## src/verilog/rpmc_pkg.sv

```systemverilog
// Purpose: Shared constants for the regulator power mode control block.
// Assumes: APB with 32-bit data, CLK at 125 MHz.
// Notes: _ADDR values are byte addresses on the APB bus; RPMC_MISC_CTRL_OFS is a word offset.
package rpmc_pkg;
   // ************************************************************
   // Register map
   // ************************************************************
   localparam logic [11:0] RPMC_MISC_CTRL_OFS = 12'h02F;
   localparam logic [11:0] RPMC_MISC_CTRL_ADDR = 12'h0BC;
   localparam logic [11:0] RPMC_STATUS_ADDR = 12'h0C0;
   localparam int RPMC_IGN_BIT = 7;
   localparam int RPMC_CMP_BIT = 6;
   localparam int RPMC_PRON_BIT = 0;
   localparam logic RPMC_CMP_RESET = 1'b0;
   // ************************************************************
   // Timing
   // ************************************************************
   localparam int RPMC_POR_DELAY_CYC = 4064;
   localparam int RPMC_CLK_MHZ = 125;
   // ************************************************************
   // Power modes
   // ************************************************************
   typedef enum logic [2:0] {
      RPMC_OFF = 3'b001,
      RPMC_STANDBY = 3'b010,
      RPMC_UP = 3'b100
   } rpmc_mode_t;
endpackage

```

## src/verilog/rpmc_sync.sv

```systemverilog
// Purpose: Three-stage pin synchroniser with agreement filter and rise pulse.
// Assumes: Pin is asynchronous to CLK.
// Notes: The first stage feeds only the second stage.
`timescale 1ns/100ps
module rpmc_sync (
   input wire logic CLK,
   input wire logic RST,
   input wire logic pin_in,
   output logic level_out,
   output logic rise_out
);
   typedef struct packed {
      logic s1;
      logic s2;
      logic s3;
      logic lvl;
      logic rise;
   } rpmc_sync_t;
   rpmc_sync_t st_q;
   rpmc_sync_t st_d;
   always_comb begin
      st_d = st_q;
      st_d.s1 = pin_in;
      st_d.s2 = st_q.s1;
      st_d.s3 = st_q.s2;
      st_d.rise = 1'b0;
      // A change counts only once stages two and three agree.
      if (st_q.s2 == st_q.s3) begin
         st_d.lvl = st_q.s3;
         st_d.rise = st_q.s3 & ~st_q.lvl;
      end
   end
   always_ff @(posedge CLK) begin
      if (RST) begin
         st_q <= '0;
      end else begin
         st_q <= st_d;
      end
   end
   assign level_out = st_q.lvl;
   assign rise_out = st_q.rise;
endmodule // rpmc_sync

```

## src/verilog/rpmc_top.sv

```systemverilog
// Purpose: Regulator power mode control with its control register on APB.
// Assumes: Option strap inputs are static; BATT_OK and VDD_OK come from
//    analog comparators; pins are asynchronous and synchronised here.
// Notes: The held regulator latch models the secondary-supply latch, so it
//    ignores RST; it is initialised once by the power-on input POR.
//
// Chosen here: the APB slave port.
`timescale 1ns/100ps
module rpmc_top import rpmc_pkg::*; #(
   parameter int POR_CYCLES = RPMC_POR_DELAY_CYC
) (
   input wire logic CLK,
   input wire logic RST,
   input wire logic POR,
   input wire logic PSEL,
   input wire logic PENABLE,
   input wire logic PWRITE,
   input wire logic [11:0] PADDR,
   input wire logic [31:0] PWDATA,
   output logic [31:0] PRDATA,
   output logic PREADY,
   output logic PSLVERR,
   input wire logic IGNITION_PIN,
   input wire logic BUS_PIN,
   input wire logic REGULATOR_OPTION_ENABLE,
   input wire logic BUS_WAKE_OPTION,
   input wire logic SUPPLY_CLAMP_OPTION,
   input wire logic BATT_OK,
   input wire logic VDD_OK,
   input wire logic TIMER_COMPARE_OUTPUT,
   input wire logic PORT_B_PIN_SIX_GPIO_OUT,
   input wire logic PORT_B_PIN_SIX_GPIO_OE,
   output logic PORT_B_PIN_SIX_OUT,
   output logic PORT_B_PIN_SIX_OE,
   output logic REGULATOR_ENABLE,
   output logic SUPPLY_CLAMP_ON,
   output logic UNDERVOLTAGE_RESET
);
   // ************************************************************
   // State
   // ************************************************************
   typedef struct packed {
      logic cmp_sel;
      logic pr_on;
      logic held;
      logic clamp;
      rpmc_mode_t mode;
      logic [12:0] por_cnt;
      logic uv_rst;
      logic bat_s1;
      logic bat_s2;
      logic bat_s3;
      logic bat_ok;
      logic vdd_s1;
      logic vdd_s2;
      logic vdd_s3;
      logic vdd_ok;
      logic [31:0] rdata;
      logic ready;
      logic slverr;
      logic pb_out;
      logic pb_oe;
      logic reg_en;
   } rpmc_state_t;
   rpmc_state_t st_q;
   rpmc_state_t st_d;
   logic ign_lvl;
   logic ign_rise;
   logic bus_rise;
   logic wake;
   logic wr_ctrl;
   logic access;
   // ************************************************************
   // Pin synchronisers
   // ************************************************************
   // The synchronisers live with the held latch, so only POR clears them.
   // An RST pulse then cannot fake a wake edge on a pin that is already high.
   rpmc_sync u_ign_sync (
      .CLK(CLK),
      .RST(POR),
      .pin_in(IGNITION_PIN),
      .level_out(ign_lvl),
      .rise_out(ign_rise)
   );
   rpmc_sync u_bus_sync (
      .CLK(CLK),
      .RST(POR),
      .pin_in(BUS_PIN),
      .level_out(),
      .rise_out(bus_rise)
   );
   assign wake = ign_rise | (bus_rise & BUS_WAKE_OPTION);
   assign access = PSEL & PENABLE & ~st_q.ready;
   assign wr_ctrl = access & PWRITE & (PADDR == RPMC_MISC_CTRL_ADDR);
   // ************************************************************
   // Next state
   // ************************************************************
   always_comb begin
      st_d = st_q;
      st_d.bat_s1 = BATT_OK;
      st_d.bat_s2 = st_q.bat_s1;
      st_d.bat_s3 = st_q.bat_s2;
      if (st_q.bat_s2 == st_q.bat_s3) begin
         st_d.bat_ok = st_q.bat_s3;
      end
      st_d.vdd_s1 = VDD_OK;
      st_d.vdd_s2 = st_q.vdd_s1;
      st_d.vdd_s3 = st_q.vdd_s2;
      if (st_q.vdd_s2 == st_q.vdd_s3) begin
         st_d.vdd_ok = st_q.vdd_s3;
      end
      // APB slave: one wait state per access, PREADY registered one cycle into the access phase.
      st_d.ready = access;
      st_d.slverr = 1'b0;
      st_d.rdata = 32'h0;
      if (access) begin
         if (PADDR == RPMC_MISC_CTRL_ADDR) begin
            st_d.rdata[RPMC_IGN_BIT] = ign_lvl & REGULATOR_OPTION_ENABLE;
            st_d.rdata[RPMC_CMP_BIT] = st_q.cmp_sel;
            st_d.rdata[RPMC_PRON_BIT] = st_q.pr_on;
         end else if (PADDR == RPMC_STATUS_ADDR) begin
            st_d.rdata = {24'h0, st_q.held, st_q.clamp, st_q.uv_rst, 2'h0, st_q.mode};
         end else begin
            st_d.slverr = 1'b1;
         end
      end
      if (wr_ctrl) begin
         st_d.cmp_sel = PWDATA[RPMC_CMP_BIT];
         st_d.pr_on = PWDATA[RPMC_PRON_BIT];
         st_d.held = PWDATA[RPMC_PRON_BIT];
         if (SUPPLY_CLAMP_OPTION && !PWDATA[RPMC_PRON_BIT]) begin
            st_d.clamp = 1'b1;
         end
      end
      // A wake edge wins over a simultaneous zero write.
      if (wake) begin
         st_d.held = 1'b1;
         st_d.clamp = 1'b0;
      end
      if (!SUPPLY_CLAMP_OPTION) begin
         st_d.clamp = 1'b0;
      end
      st_d.reg_en = REGULATOR_OPTION_ENABLE & st_q.held & st_q.bat_ok;
      st_d.pb_out = st_q.cmp_sel ? TIMER_COMPARE_OUTPUT : PORT_B_PIN_SIX_GPIO_OUT;
      st_d.pb_oe = st_q.cmp_sel | PORT_B_PIN_SIX_GPIO_OE;
      case (st_q.mode)
         RPMC_OFF: begin
            if (st_q.bat_ok) begin
               st_d.mode = RPMC_STANDBY;
            end
         end
         RPMC_STANDBY: begin
            if (!st_q.bat_ok) begin
               st_d.mode = RPMC_OFF;
            end else if (st_q.reg_en && st_q.vdd_ok) begin
               st_d.mode = RPMC_UP;
            end
         end
         RPMC_UP: begin
            if (!st_q.bat_ok) begin
               st_d.mode = RPMC_OFF;
            end else if (!st_q.reg_en || !st_q.vdd_ok) begin
               st_d.mode = RPMC_STANDBY;
            end
         end
         default: begin
            st_d.mode = RPMC_OFF;
         end
      endcase
      // Undervoltage reset asserts on supply loss and releases after the delay.
      if (!st_q.vdd_ok || !st_q.bat_ok) begin
         st_d.uv_rst = 1'b1;
         st_d.por_cnt = 13'h0000;
      end else if (st_q.uv_rst) begin
         if (st_q.por_cnt >= 13'(POR_CYCLES - 1)) begin
            st_d.uv_rst = 1'b0;
         end else begin
            st_d.por_cnt = st_q.por_cnt + 13'h0001;
         end
      end
   end
   // ************************************************************
   // Registers
   // ************************************************************
   // The held latch and regulator on bit sit on the secondary supply, so
   // RST leaves them alone; only POR gives them a starting value.
   always_ff @(posedge CLK) begin
      if (POR) begin
         st_q <= '0;
         st_q.mode <= RPMC_OFF;
         st_q.uv_rst <= 1'b1;
      end else if (RST) begin
         st_q <= st_d;
         st_q.cmp_sel <= RPMC_CMP_RESET;
         st_q.ready <= 1'b0;
         st_q.rdata <= 32'h0;
         st_q.pr_on <= st_q.pr_on;
      end else begin
         st_q <= st_d;
      end
   end
   assign PRDATA = st_q.rdata;
   assign PREADY = st_q.ready;
   assign PSLVERR = st_q.slverr;
   assign PORT_B_PIN_SIX_OUT = st_q.pb_out;
   assign PORT_B_PIN_SIX_OE = st_q.pb_oe;
   assign REGULATOR_ENABLE = st_q.reg_en;
   assign SUPPLY_CLAMP_ON = st_q.clamp;
   assign UNDERVOLTAGE_RESET = st_q.uv_rst;
   // ************************************************************
   // Checks
   // ************************************************************
   a_write_copies_latch: assert property (@(posedge CLK) disable iff (RST || POR)
      (wr_ctrl && !wake) |=> (st_q.held == $past(PWDATA[RPMC_PRON_BIT])))
      else $error("Held latch did not follow control write.");
   a_wake_sets_latch: assert property (@(posedge CLK) disable iff (RST || POR)
      wake |=> st_q.held && !st_q.clamp)
      else $error("Wake edge did not set held latch.");
   a_no_pin_turnoff: assert property (@(posedge CLK) disable iff (RST || POR)
      (st_q.held && !wr_ctrl) |=> st_q.held)
      else $error("Held latch cleared without a write.");
   a_option_gates_reg: assert property (@(posedge CLK) disable iff (RST || POR)
      !REGULATOR_OPTION_ENABLE |=> !REGULATOR_ENABLE)
      else $error("Regulator enabled without option.");
   a_ign_flag_read: assert property (@(posedge CLK) disable iff (RST || POR)
      (access && !PWRITE && PADDR == RPMC_MISC_CTRL_ADDR && !REGULATOR_OPTION_ENABLE)
      |=> !PRDATA[RPMC_IGN_BIT])
      else $error("Ignition flag visible without option.");
   a_cmp_routes_pin: assert property (@(posedge CLK) disable iff (RST || POR)
      st_q.cmp_sel |=> PORT_B_PIN_SIX_OE && PORT_B_PIN_SIX_OUT == $past(TIMER_COMPARE_OUTPUT))
      else $error("Compare output not routed to pin.");
   a_cmp_reset_clear: assert property (@(posedge CLK) disable iff (POR)
      RST |=> !st_q.cmp_sel)
      else $error("Compare select not cleared by reset.");
   a_pron_survives: assert property (@(posedge CLK) disable iff (POR)
      RST |=> st_q.pr_on == $past(st_q.pr_on))
      else $error("Regulator on bit changed by reset.");
   a_uv_on_loss: assert property (@(posedge CLK) disable iff (RST || POR)
      (!st_q.vdd_ok) |=> UNDERVOLTAGE_RESET)
      else $error("Undervoltage reset not asserted.");
   a_apb_one_wait: assert property (@(posedge CLK) disable iff (RST || POR)
      (PSEL && PENABLE && !PREADY) |=> PREADY)
      else $error("APB answer late.");
   // ************************************************************
   // Checks: register bus
   // ************************************************************
   a_pready_pulse: assert property (@(posedge CLK) disable iff (RST || POR)
      PREADY |=> !PREADY)
      else $error("Ready held longer than one cycle.");
   a_slverr_unmapped: assert property (@(posedge CLK) disable iff (RST || POR)
      (access && PADDR != RPMC_MISC_CTRL_ADDR && PADDR != RPMC_STATUS_ADDR) |=> PSLVERR)
      else $error("Unmapped access not refused.");
   a_other_write_ignored: assert property (@(posedge CLK) disable iff (RST || POR)
      (access && PWRITE && PADDR != RPMC_MISC_CTRL_ADDR) |=> (st_q.pr_on == $past(st_q.pr_on)) && (st_q.cmp_sel == $past(st_q.cmp_sel)))
      else $error("Write to another address changed the control register.");
   a_ctrl_zero_bits: assert property (@(posedge CLK) disable iff (RST || POR)
      (access && PADDR == RPMC_MISC_CTRL_ADDR) |=> (PRDATA[5:1] == 5'h00) && (PRDATA[31:8] == 24'h000000))
      else $error("Unused control bits read as nonzero.");
   a_ign_flag_level: assert property (@(posedge CLK) disable iff (RST || POR)
      (access && !PWRITE && PADDR == RPMC_MISC_CTRL_ADDR && REGULATOR_OPTION_ENABLE) |=> PRDATA[RPMC_IGN_BIT] == $past(ign_lvl))
      else $error("Ignition flag does not show pin level.");
   a_pron_write: assert property (@(posedge CLK) disable iff (RST || POR)
      wr_ctrl |=> st_q.pr_on == $past(PWDATA[RPMC_PRON_BIT]))
      else $error("Regulator on bit did not take the write.");
   a_cmp_write: assert property (@(posedge CLK) disable iff (RST || POR)
      wr_ctrl |=> st_q.cmp_sel == $past(PWDATA[RPMC_CMP_BIT]))
      else $error("Compare select did not take the write.");
   a_reset_idle_bus: assert property (@(posedge CLK) disable iff (POR)
      RST |=> !PREADY)
      else $error("Ready seen during reset.");
   // ************************************************************
   // Checks: port pin, regulator and clamp
   // ************************************************************
   a_gpio_passes: assert property (@(posedge CLK) disable iff (RST || POR)
      !st_q.cmp_sel |=> (PORT_B_PIN_SIX_OUT == $past(PORT_B_PIN_SIX_GPIO_OUT))
      && (PORT_B_PIN_SIX_OE == $past(PORT_B_PIN_SIX_GPIO_OE)))
      else $error("Port pin not left to general I/O.");
   a_zero_write_off: assert property (@(posedge CLK) disable iff (RST || POR)
      (wr_ctrl && !wake && !PWDATA[RPMC_PRON_BIT]) |=> ##1 !REGULATOR_ENABLE)
      else $error("Regulator still enabled after zero write.");
   a_held_keeps_on: assert property (@(posedge CLK) disable iff (RST || POR)
      (st_q.held && st_q.bat_ok && REGULATOR_OPTION_ENABLE) |=> REGULATOR_ENABLE)
      else $error("Regulator not enabled while latch is set.");
   a_off_without_batt: assert property (@(posedge CLK) disable iff (RST || POR)
      !st_q.bat_ok |=> !REGULATOR_ENABLE)
      else $error("Regulator enabled without battery.");
   a_ign_wake: assert property (@(posedge CLK) disable iff (RST || POR)
      ign_rise |=> st_q.held)
      else $error("Ignition edge did not wake the regulator.");
   a_bus_wake: assert property (@(posedge CLK) disable iff (RST || POR)
      (bus_rise && BUS_WAKE_OPTION) |=> st_q.held)
      else $error("Bus edge did not wake the regulator.");
   a_bus_needs_opt: assert property (@(posedge CLK) disable iff (RST || POR)
      (bus_rise && !BUS_WAKE_OPTION && !ign_rise && !st_q.held && !wr_ctrl) |=> !st_q.held)
      else $error("Bus edge woke the regulator without option.");
   a_clamp_on_zero: assert property (@(posedge CLK) disable iff (RST || POR)
      (wr_ctrl && !wake && SUPPLY_CLAMP_OPTION && !PWDATA[RPMC_PRON_BIT]) |=> SUPPLY_CLAMP_ON)
      else $error("Clamp not turned on by zero write.");
   a_clamp_off_wake: assert property (@(posedge CLK) disable iff (RST || POR)
      wake |=> !SUPPLY_CLAMP_ON)
      else $error("Clamp still on after wake edge.");
   a_clamp_holds: assert property (@(posedge CLK) disable iff (RST || POR)
      (SUPPLY_CLAMP_ON && SUPPLY_CLAMP_OPTION && !wake) |=> SUPPLY_CLAMP_ON)
      else $error("Clamp released without a wake edge.");
   a_clamp_needs_opt: assert property (@(posedge CLK) disable iff (RST || POR)
      !SUPPLY_CLAMP_OPTION |=> !SUPPLY_CLAMP_ON)
      else $error("Clamp on without clamp option.");
   // ************************************************************
   // Checks: power modes and undervoltage reset
   // ************************************************************
   a_mode_off_batt: assert property (@(posedge CLK) disable iff (RST || POR)
      !st_q.bat_ok |=> st_q.mode == RPMC_OFF)
      else $error("Mode not off without battery.");
   a_standby_from_off: assert property (@(posedge CLK) disable iff (RST || POR)
      (st_q.mode == RPMC_OFF && st_q.bat_ok) |=> st_q.mode == RPMC_STANDBY)
      else $error("Standby not entered with battery.");
   a_up_entry: assert property (@(posedge CLK) disable iff (RST || POR)
      (st_q.mode == RPMC_STANDBY && st_q.bat_ok && st_q.reg_en && st_q.vdd_ok) |=> st_q.mode == RPMC_UP)
      else $error("Power-up not entered with regulator on.");
   a_no_early_up: assert property (@(posedge CLK) disable iff (RST || POR)
      (st_q.mode != RPMC_UP && (!st_q.reg_en || !st_q.vdd_ok)) |=> st_q.mode != RPMC_UP)
      else $error("Power-up entered without regulator output.");
   a_up_leaves_loss: assert property (@(posedge CLK) disable iff (RST || POR)
      (st_q.mode == RPMC_UP && (!st_q.reg_en || !st_q.vdd_ok)) |=> st_q.mode != RPMC_UP)
      else $error("Power-up kept after regulator output loss.");
   a_uv_no_early: assert property (@(posedge CLK) disable iff (RST || POR)
      (UNDERVOLTAGE_RESET && !st_q.vdd_ok) |=> ##1 UNDERVOLTAGE_RESET)
      else $error("Undervoltage reset released too early.");
   a_uv_holds_delay: assert property (@(posedge CLK) disable iff (RST || POR)
      $fell(UNDERVOLTAGE_RESET) |-> st_q.por_cnt >= 13'(POR_CYCLES - 1))
      else $error("Undervoltage reset shorter than the delay.");
endmodule // rpmc_top

```

## config.mk

```make
export PLATFORM = sky130hd
export DESIGN_NAME = rpmc_top
export DESIGN_NICKNAME = d
export VERILOG_FILES = /design/src/verilog/rpmc_pkg.sv /design/src/verilog/rpmc_sync.sv /design/src/verilog/rpmc_top.sv
export SDC_FILE = /design/constraint.sdc
export NUM_CORES = 1
export LEC_CHECK = 0
export BUFFER_PORTS_ARGS = -buffer_cell sky130_fd_sc_hd__buf_2
export CORE_MARGIN = 1
export CORE_UTILIZATION = 30
export CTS_BUF_LIST = sky130_fd_sc_hd__clkbuf_8
export DETAILED_ROUTE_END_ITERATION = 10
export HOLD_SLACK_MARGIN = 0.15
export PLACE_DENSITY = 0.56
export SLEW_MARGIN = 20
export SYNTH_ARGS = -nofsm -noshare
export SYNTH_HDL_FRONTEND = slang
export SYNTH_SLANG_ARGS = --single-unit
```

## constraint.sdc

```tcl
create_clock -name CLK -period 1.6 [get_ports CLK]
set_input_delay 0.4 -clock CLK [delete_from_list [all_inputs] [get_ports CLK]]
set_output_delay 0.4 -clock CLK [all_outputs]
set_load 0.01 [all_outputs]
```

# Yosys cells after proc, flatten, opt, wreduce, memory -nomap -nowiden
# Cells that the tools add are included.
[word_totals] regBits=76 input_bits=60 out_inout_bits=39
[op_classes] add_sub_neg=1 order_cmp=1 n_eq_ne=9 mux=23 bitwise=20 n_reduce_logical=15
[op_table] operator="2-to-1 mux 14 bit" count=2
[op_table] operator="== test 12 x 8 -> 1 bit, second input constant" count=2
[op_table] operator="2-to-1 mux 3 bit" count=5
[op_table] operator="adder 13 x 1 -> 13 bit, second input constant" count=1
[op_table] operator=">= comparator 13 x 12 -> 1 bit, second input constant" count=1
[op_table] operator="2-to-1 mux 13 bit" count=1
[op_table] operator="AND 1 bit" count=10
[op_table] operator="2-to-1 mux 1 bit" count=10
[op_table] operator="case mux 3 bit (3 select lines)" count=1
[op_table] operator="2-to-1 mux 8 bit" count=1
[op_table] operator="NOT 1 bit" count=8
[op_table] operator="2-to-1 mux 2 bit" count=3
[op_table] operator="OR reduction 2 bit" count=3
[op_table] operator="OR reduction 5 bit" count=1
[op_table] operator="== test 1 bit" count=4
[op_table] operator="zero test 1 bit" count=4
[op_table] operator="OR reduction 4 bit" count=1
[op_table] operator="== test 3 x 1 -> 1 bit, second input constant" count=1
[op_table] operator="== test 3 x 2 -> 1 bit, second input constant" count=1
[op_table] operator="== test 3 bit, second input constant" count=1
[op_table] operator="OR reduction 3 bit" count=1
[op_table] operator="logical AND 1 bit" count=2
[op_table] operator="logical OR 1 bit" count=2
[op_table] operator="bitwise OR 1 bit" count=2
[op_table] operator="AND reduction 2 bit" count=1

# Logic depth before layout (Yosys ltp)
[logic_depth] ltp_word=7 ltp_mapped=5 mapped_depth_nobuf=5

# Modules after synthesis
# From an unflattened synthesis, not the netlist that was laid out.
[unflattened] hier_cells=227 area_unflattened_um2=2153.3
[by_module_without_submodules] mod="rpmc_top" n_inst=1 cells_each=203 area_each_um2=1855.5 seq_area_each_um2=800.8
[by_module_without_submodules] mod="rpmc_sync" n_inst=2 cells_each=12 area_each_um2=148.9 seq_area_each_um2=100.1

# Worst setup path after synthesis
# Ideal clock, no wire load.
[synth_path] path_kind="input port to flip-flop" startpoint="input port PADDR[9]" endpoint="register st_q (netlist bit PRDATA[0])" setup_time_ns=0.059 arrival_time_ns=1.398 required_time_ns=1.541 setup_slack_ns=0.143 stages=4 cell_sequence="nor4_1 > nand3_1 > nor3_2 > a22o_1"
[synth_via] elab_chain_len=3 elab_cells_between_ends=4
[synth_lines] item="start: declaration" line="rpmc_top.sv:18" text="input wire logic [11:0] PADDR,"
[synth_lines] item="== test 12 x 8 -> 1 bit" line="rpmc_top.sv:121" text="end else if (PADDR == RPMC_STATUS_ADDR) begin"
[synth_lines] item="2-to-1 mux 8 bit" line="rpmc_top.sv:121"
[synth_lines] item="2-to-1 mux 1 bit (*)" line="rpmc_top.sv:117" text="if (PADDR == RPMC_MISC_CTRL_ADDR) begin"
[synth_lines] item="end signal: assignment" line="rpmc_top.sv:193" text="st_q <= st_d;"
[synth_lines] item="end signal: assignment" line="rpmc_top.sv:199" text="st_q <= st_d;"
[synth_lines] item="end: declaration" line="rpmc_top.sv:65" text="rpmc_state_t st_q;"
# Mark *: on every way between the ends. The rest lies on a longest branch, timed or not.
# A chain may end at the register's enable or synchronous reset.

# Worst setup path after layout
[layout_path] startpoint="register st_q[58] (netlist bit)" endpoint="register st_q[54] (netlist bit)"
[layout_via] elab_chain_len=4
[layout_lines] item=">= comparator 13 x 12 -> 1 bit" line="rpmc_top.sv:175" text="if (st_q.por_cnt >= 13'(POR_CYCLES - 1)) begin"
[layout_lines] item="2-to-1 mux 13 bit" line="rpmc_top.sv:175"
[layout_lines] item="2-to-1 mux 14 bit" line="rpmc_top.sv:174" text="end else if (st_q.uv_rst) begin"
[layout_lines] item="2-to-1 mux 14 bit" line="rpmc_top.sv:171" text="if (!st_q.vdd_ok || !st_q.bat_ok) begin"
# Every way passes these cells.

==> metrics <==
first-pass GRT wire length=6.45 mm; commonest non-fill, non-tap cell in the layout=dfxtp_1; CP max stage delay=0.46 ns; Remaining DRCs=0; Final Max Slew Viols=0; Final Net Count=340; CTS tree=built; Rows=30; via count=1664; gr usage total=11.0%; placed cell areas=0.00238 sq mm; cells along the critical path=and4b_4 -> nand4_4 -> or4_1 -> a21oi_2; wire length per cell=10.3 um; area of the multi-input gates=976 sq um; Final GP Congestion=0.788; Compound-Gate Fraction of Synth Area=13.3%; commonest non-fill, non-tap cells in the layout=dfxtp_1, buf_2, conb_1; Critical Path RT=1.83 ns; Tot Pwr=2160 uW; pre-CTS setup slack=-0.129 ns; PD cells=859 mW/mm^2; Antenna Nets Post-Route=0; Worst Skew=0.0121 ns; HPWL after detailed placement=2.84 mm; startpoint types=flop; clk sinks=50; Total Neg Setup Slack=0 ns; post-layout min period=1.54 ns; via/cell ratio=4.43; Post-synth EDFFs=0; Initial Util=31.3%; area leader, netlist=dfxtp_1; clock latency on the worst-skew pair=0.30 ns; class of the worst hold path=in -> reg; worst path buffer plus inverter count=0; Syn Inst Count=228; status=complete, no violations; I/O Pins=99; Worst Path Arrival=1.77 ns; 1st-iter DRT viols=86; area growth from synthesis to layout=17.0%; Ant. Diodes=0; Slowest cell on crit path=or4_1; CTS Buffer Depth=2; CTS Buf Count=5; largest net degree at the start of global routing=17; gr ovfl total=0; YS warnings=0; Design Area, Final=0.00251 sq mm; Worst-path clk slew=0.10 ns; post-synthesis cell area=0.00215 sq mm; post-synthesis sequential area ratio=46.6%; # port buffers=42; simple-gate area share of the yosys netlist=24.1%; Filler cells=713; Fin. Hold Viols=0; maximum vdd drop=0.000304 V; post-synthesis register bit count=50; layout cells sized above 1=25.7%; Die H=86.6 um; RSZ-0062 raised after global routing=false; dominant synthesized flop cell=dfxtp_1; Placeable Area=0.00687 sq mm; main combinational cell family by area after synthesis=simple AND/OR/NAND/NOR gates; Max Cap Violations=0; CP Capture Type=flop; vias in the first global route=1458; Reg area=0.00100 sq mm; # setup viols final=0; initial antenna violation count=0; critical setup path kind=reg -> reg; asr flop ratio synth=0%; xor and xnor fraction of the mapped netlist area=1.63%; H-tree depth=2; Worst path top cell family by delay=simple AND/OR/NAND/NOR gates; CP Max Fanout=5; multiplexer area fraction after synthesis=0.932%; die area=0.00750 sq mm; highest clock rate=0.649 GHz; library cells used by synthesis=44; Adder-Cell Fraction of Synth Area=0.582%; crit share post-route=96.3%; post-route worst setup slack=0.0598 ns; Die W=86.6 um; Post-Syn Area per Cell=9.42 sq um; drt pass-1 iters=4; Post-Route WL=3.88 mm; Leakage=0.00104 uW; post-synth top area share=46.6%; clk root buf=clkbuf_8; Area contributors post-synth=dfxtp_1, buf_4, nor2b_1; post-layout util=36.6%; hold_buf cts=0
==> power breakdown <==
| group | switching (uW) | total (uW) | internal [uW] |
|---|---|---|---|
| Sequential | 5.84 | 1270 | 1260 |
| Combinational | 64.2 | 108 | 44.2 |
| Clock | 429 | 785 | 356 |
==> timing repair <==
| action | in CTS | in global routing |
|---|---|---|
| gates resized for setup | 0 | 4 |
| setup endpoints to repair | 0 | 8 |
| setup buffers | 0 | 3 |
==> path summary, 6_finish.rpt <==
| check | startpoint | endpoint | slack (ns) | cells after the start |
|---|---|---|---|---|
| worst max-delay path | st_q[58] | st_q[54] | 0.06 | 4 |
| worst min-delay path | RST | st_q[65] | 0.30 | 2 |
| worst max register to register | st_q[58] | st_q[54] | 0.06 | 4 |
| worst min register to register | u_ign_sync.st_d[3] | u_ign_sync.st_d[2] | 0.44 | 1 |
==> stage by stage <==
step	hold WS, ns	cells
after global routing	0.279	376
final	0.295	376
after CTS	0.281	373
after detailed placement	0.424	365
after global placement	0.419	365
after floorplan	0.414	253
==> kinds of logic (layout without fill, tap and decap cells) <==
| group | count (synthesis) | in the layout |
|---|---|---|
| simple gates | 85 | 85 |
| compound gates | 46 | 46 |
| flops | 50 | 50 |
| other cells | 1 | 26 |
| mux | 2 | 2 |
| xor+xnor | 4 | 4 |
| fa+ha+maj | 1 | 1 |
| buf+inv | 39 | 66 |
==> flip-flops by register name, indices dropped and copies added, names as in the netlist, 2 cells and up <==
signal and count:
st_q 23, PRDATA 6, st_d 4, u_bus_sync.st_d 2
u_ign_sync.st_d 2
==> synthesized netlist by cell type (3+ instances only) <==
cell,count
a21oi_1,16
o21ai_0,11
nor2b_1,16
and3_1,6
o31ai_1,3
inv_1,4
dfxtp_1,50
buf_4,32
nand3b_1,3
and2_1,5
nor3_1,4
nand4_1,3
nand3_1,10
or3_1,5
nand2_1,8
nor2_1,10
==> final cells by class <==
| type | instances | area share (%) |
|---|---|---|
| timing repair buffer | 54 | 11.9 |
| inverter | 4 | 0.597 |
| clock inverter | 2 | 0.647 |
| clock buffer | 6 | 3.29 |
| multi-input combinational | 164 | 38.8 |
| sequential | 50 | 39.9 |
| tap | 96 | 4.78 |
==> per-layer routing <==
layer  track usage [%]  wire, um
met5                 0         0
met4              6.06       107
met3              3.14       161
met2              16.6      1700
met1              14.2      1910
==> worst register-to-register path, cell delays in order, from the launching register on <==
cell and delay [ns]:
dfxtp_1 0.35, and4b_4 0.37, nand4_4 0.14, or4_1 0.46, a21oi_2 0.15
Note: power is estimated with default switching activity, not from simulation.
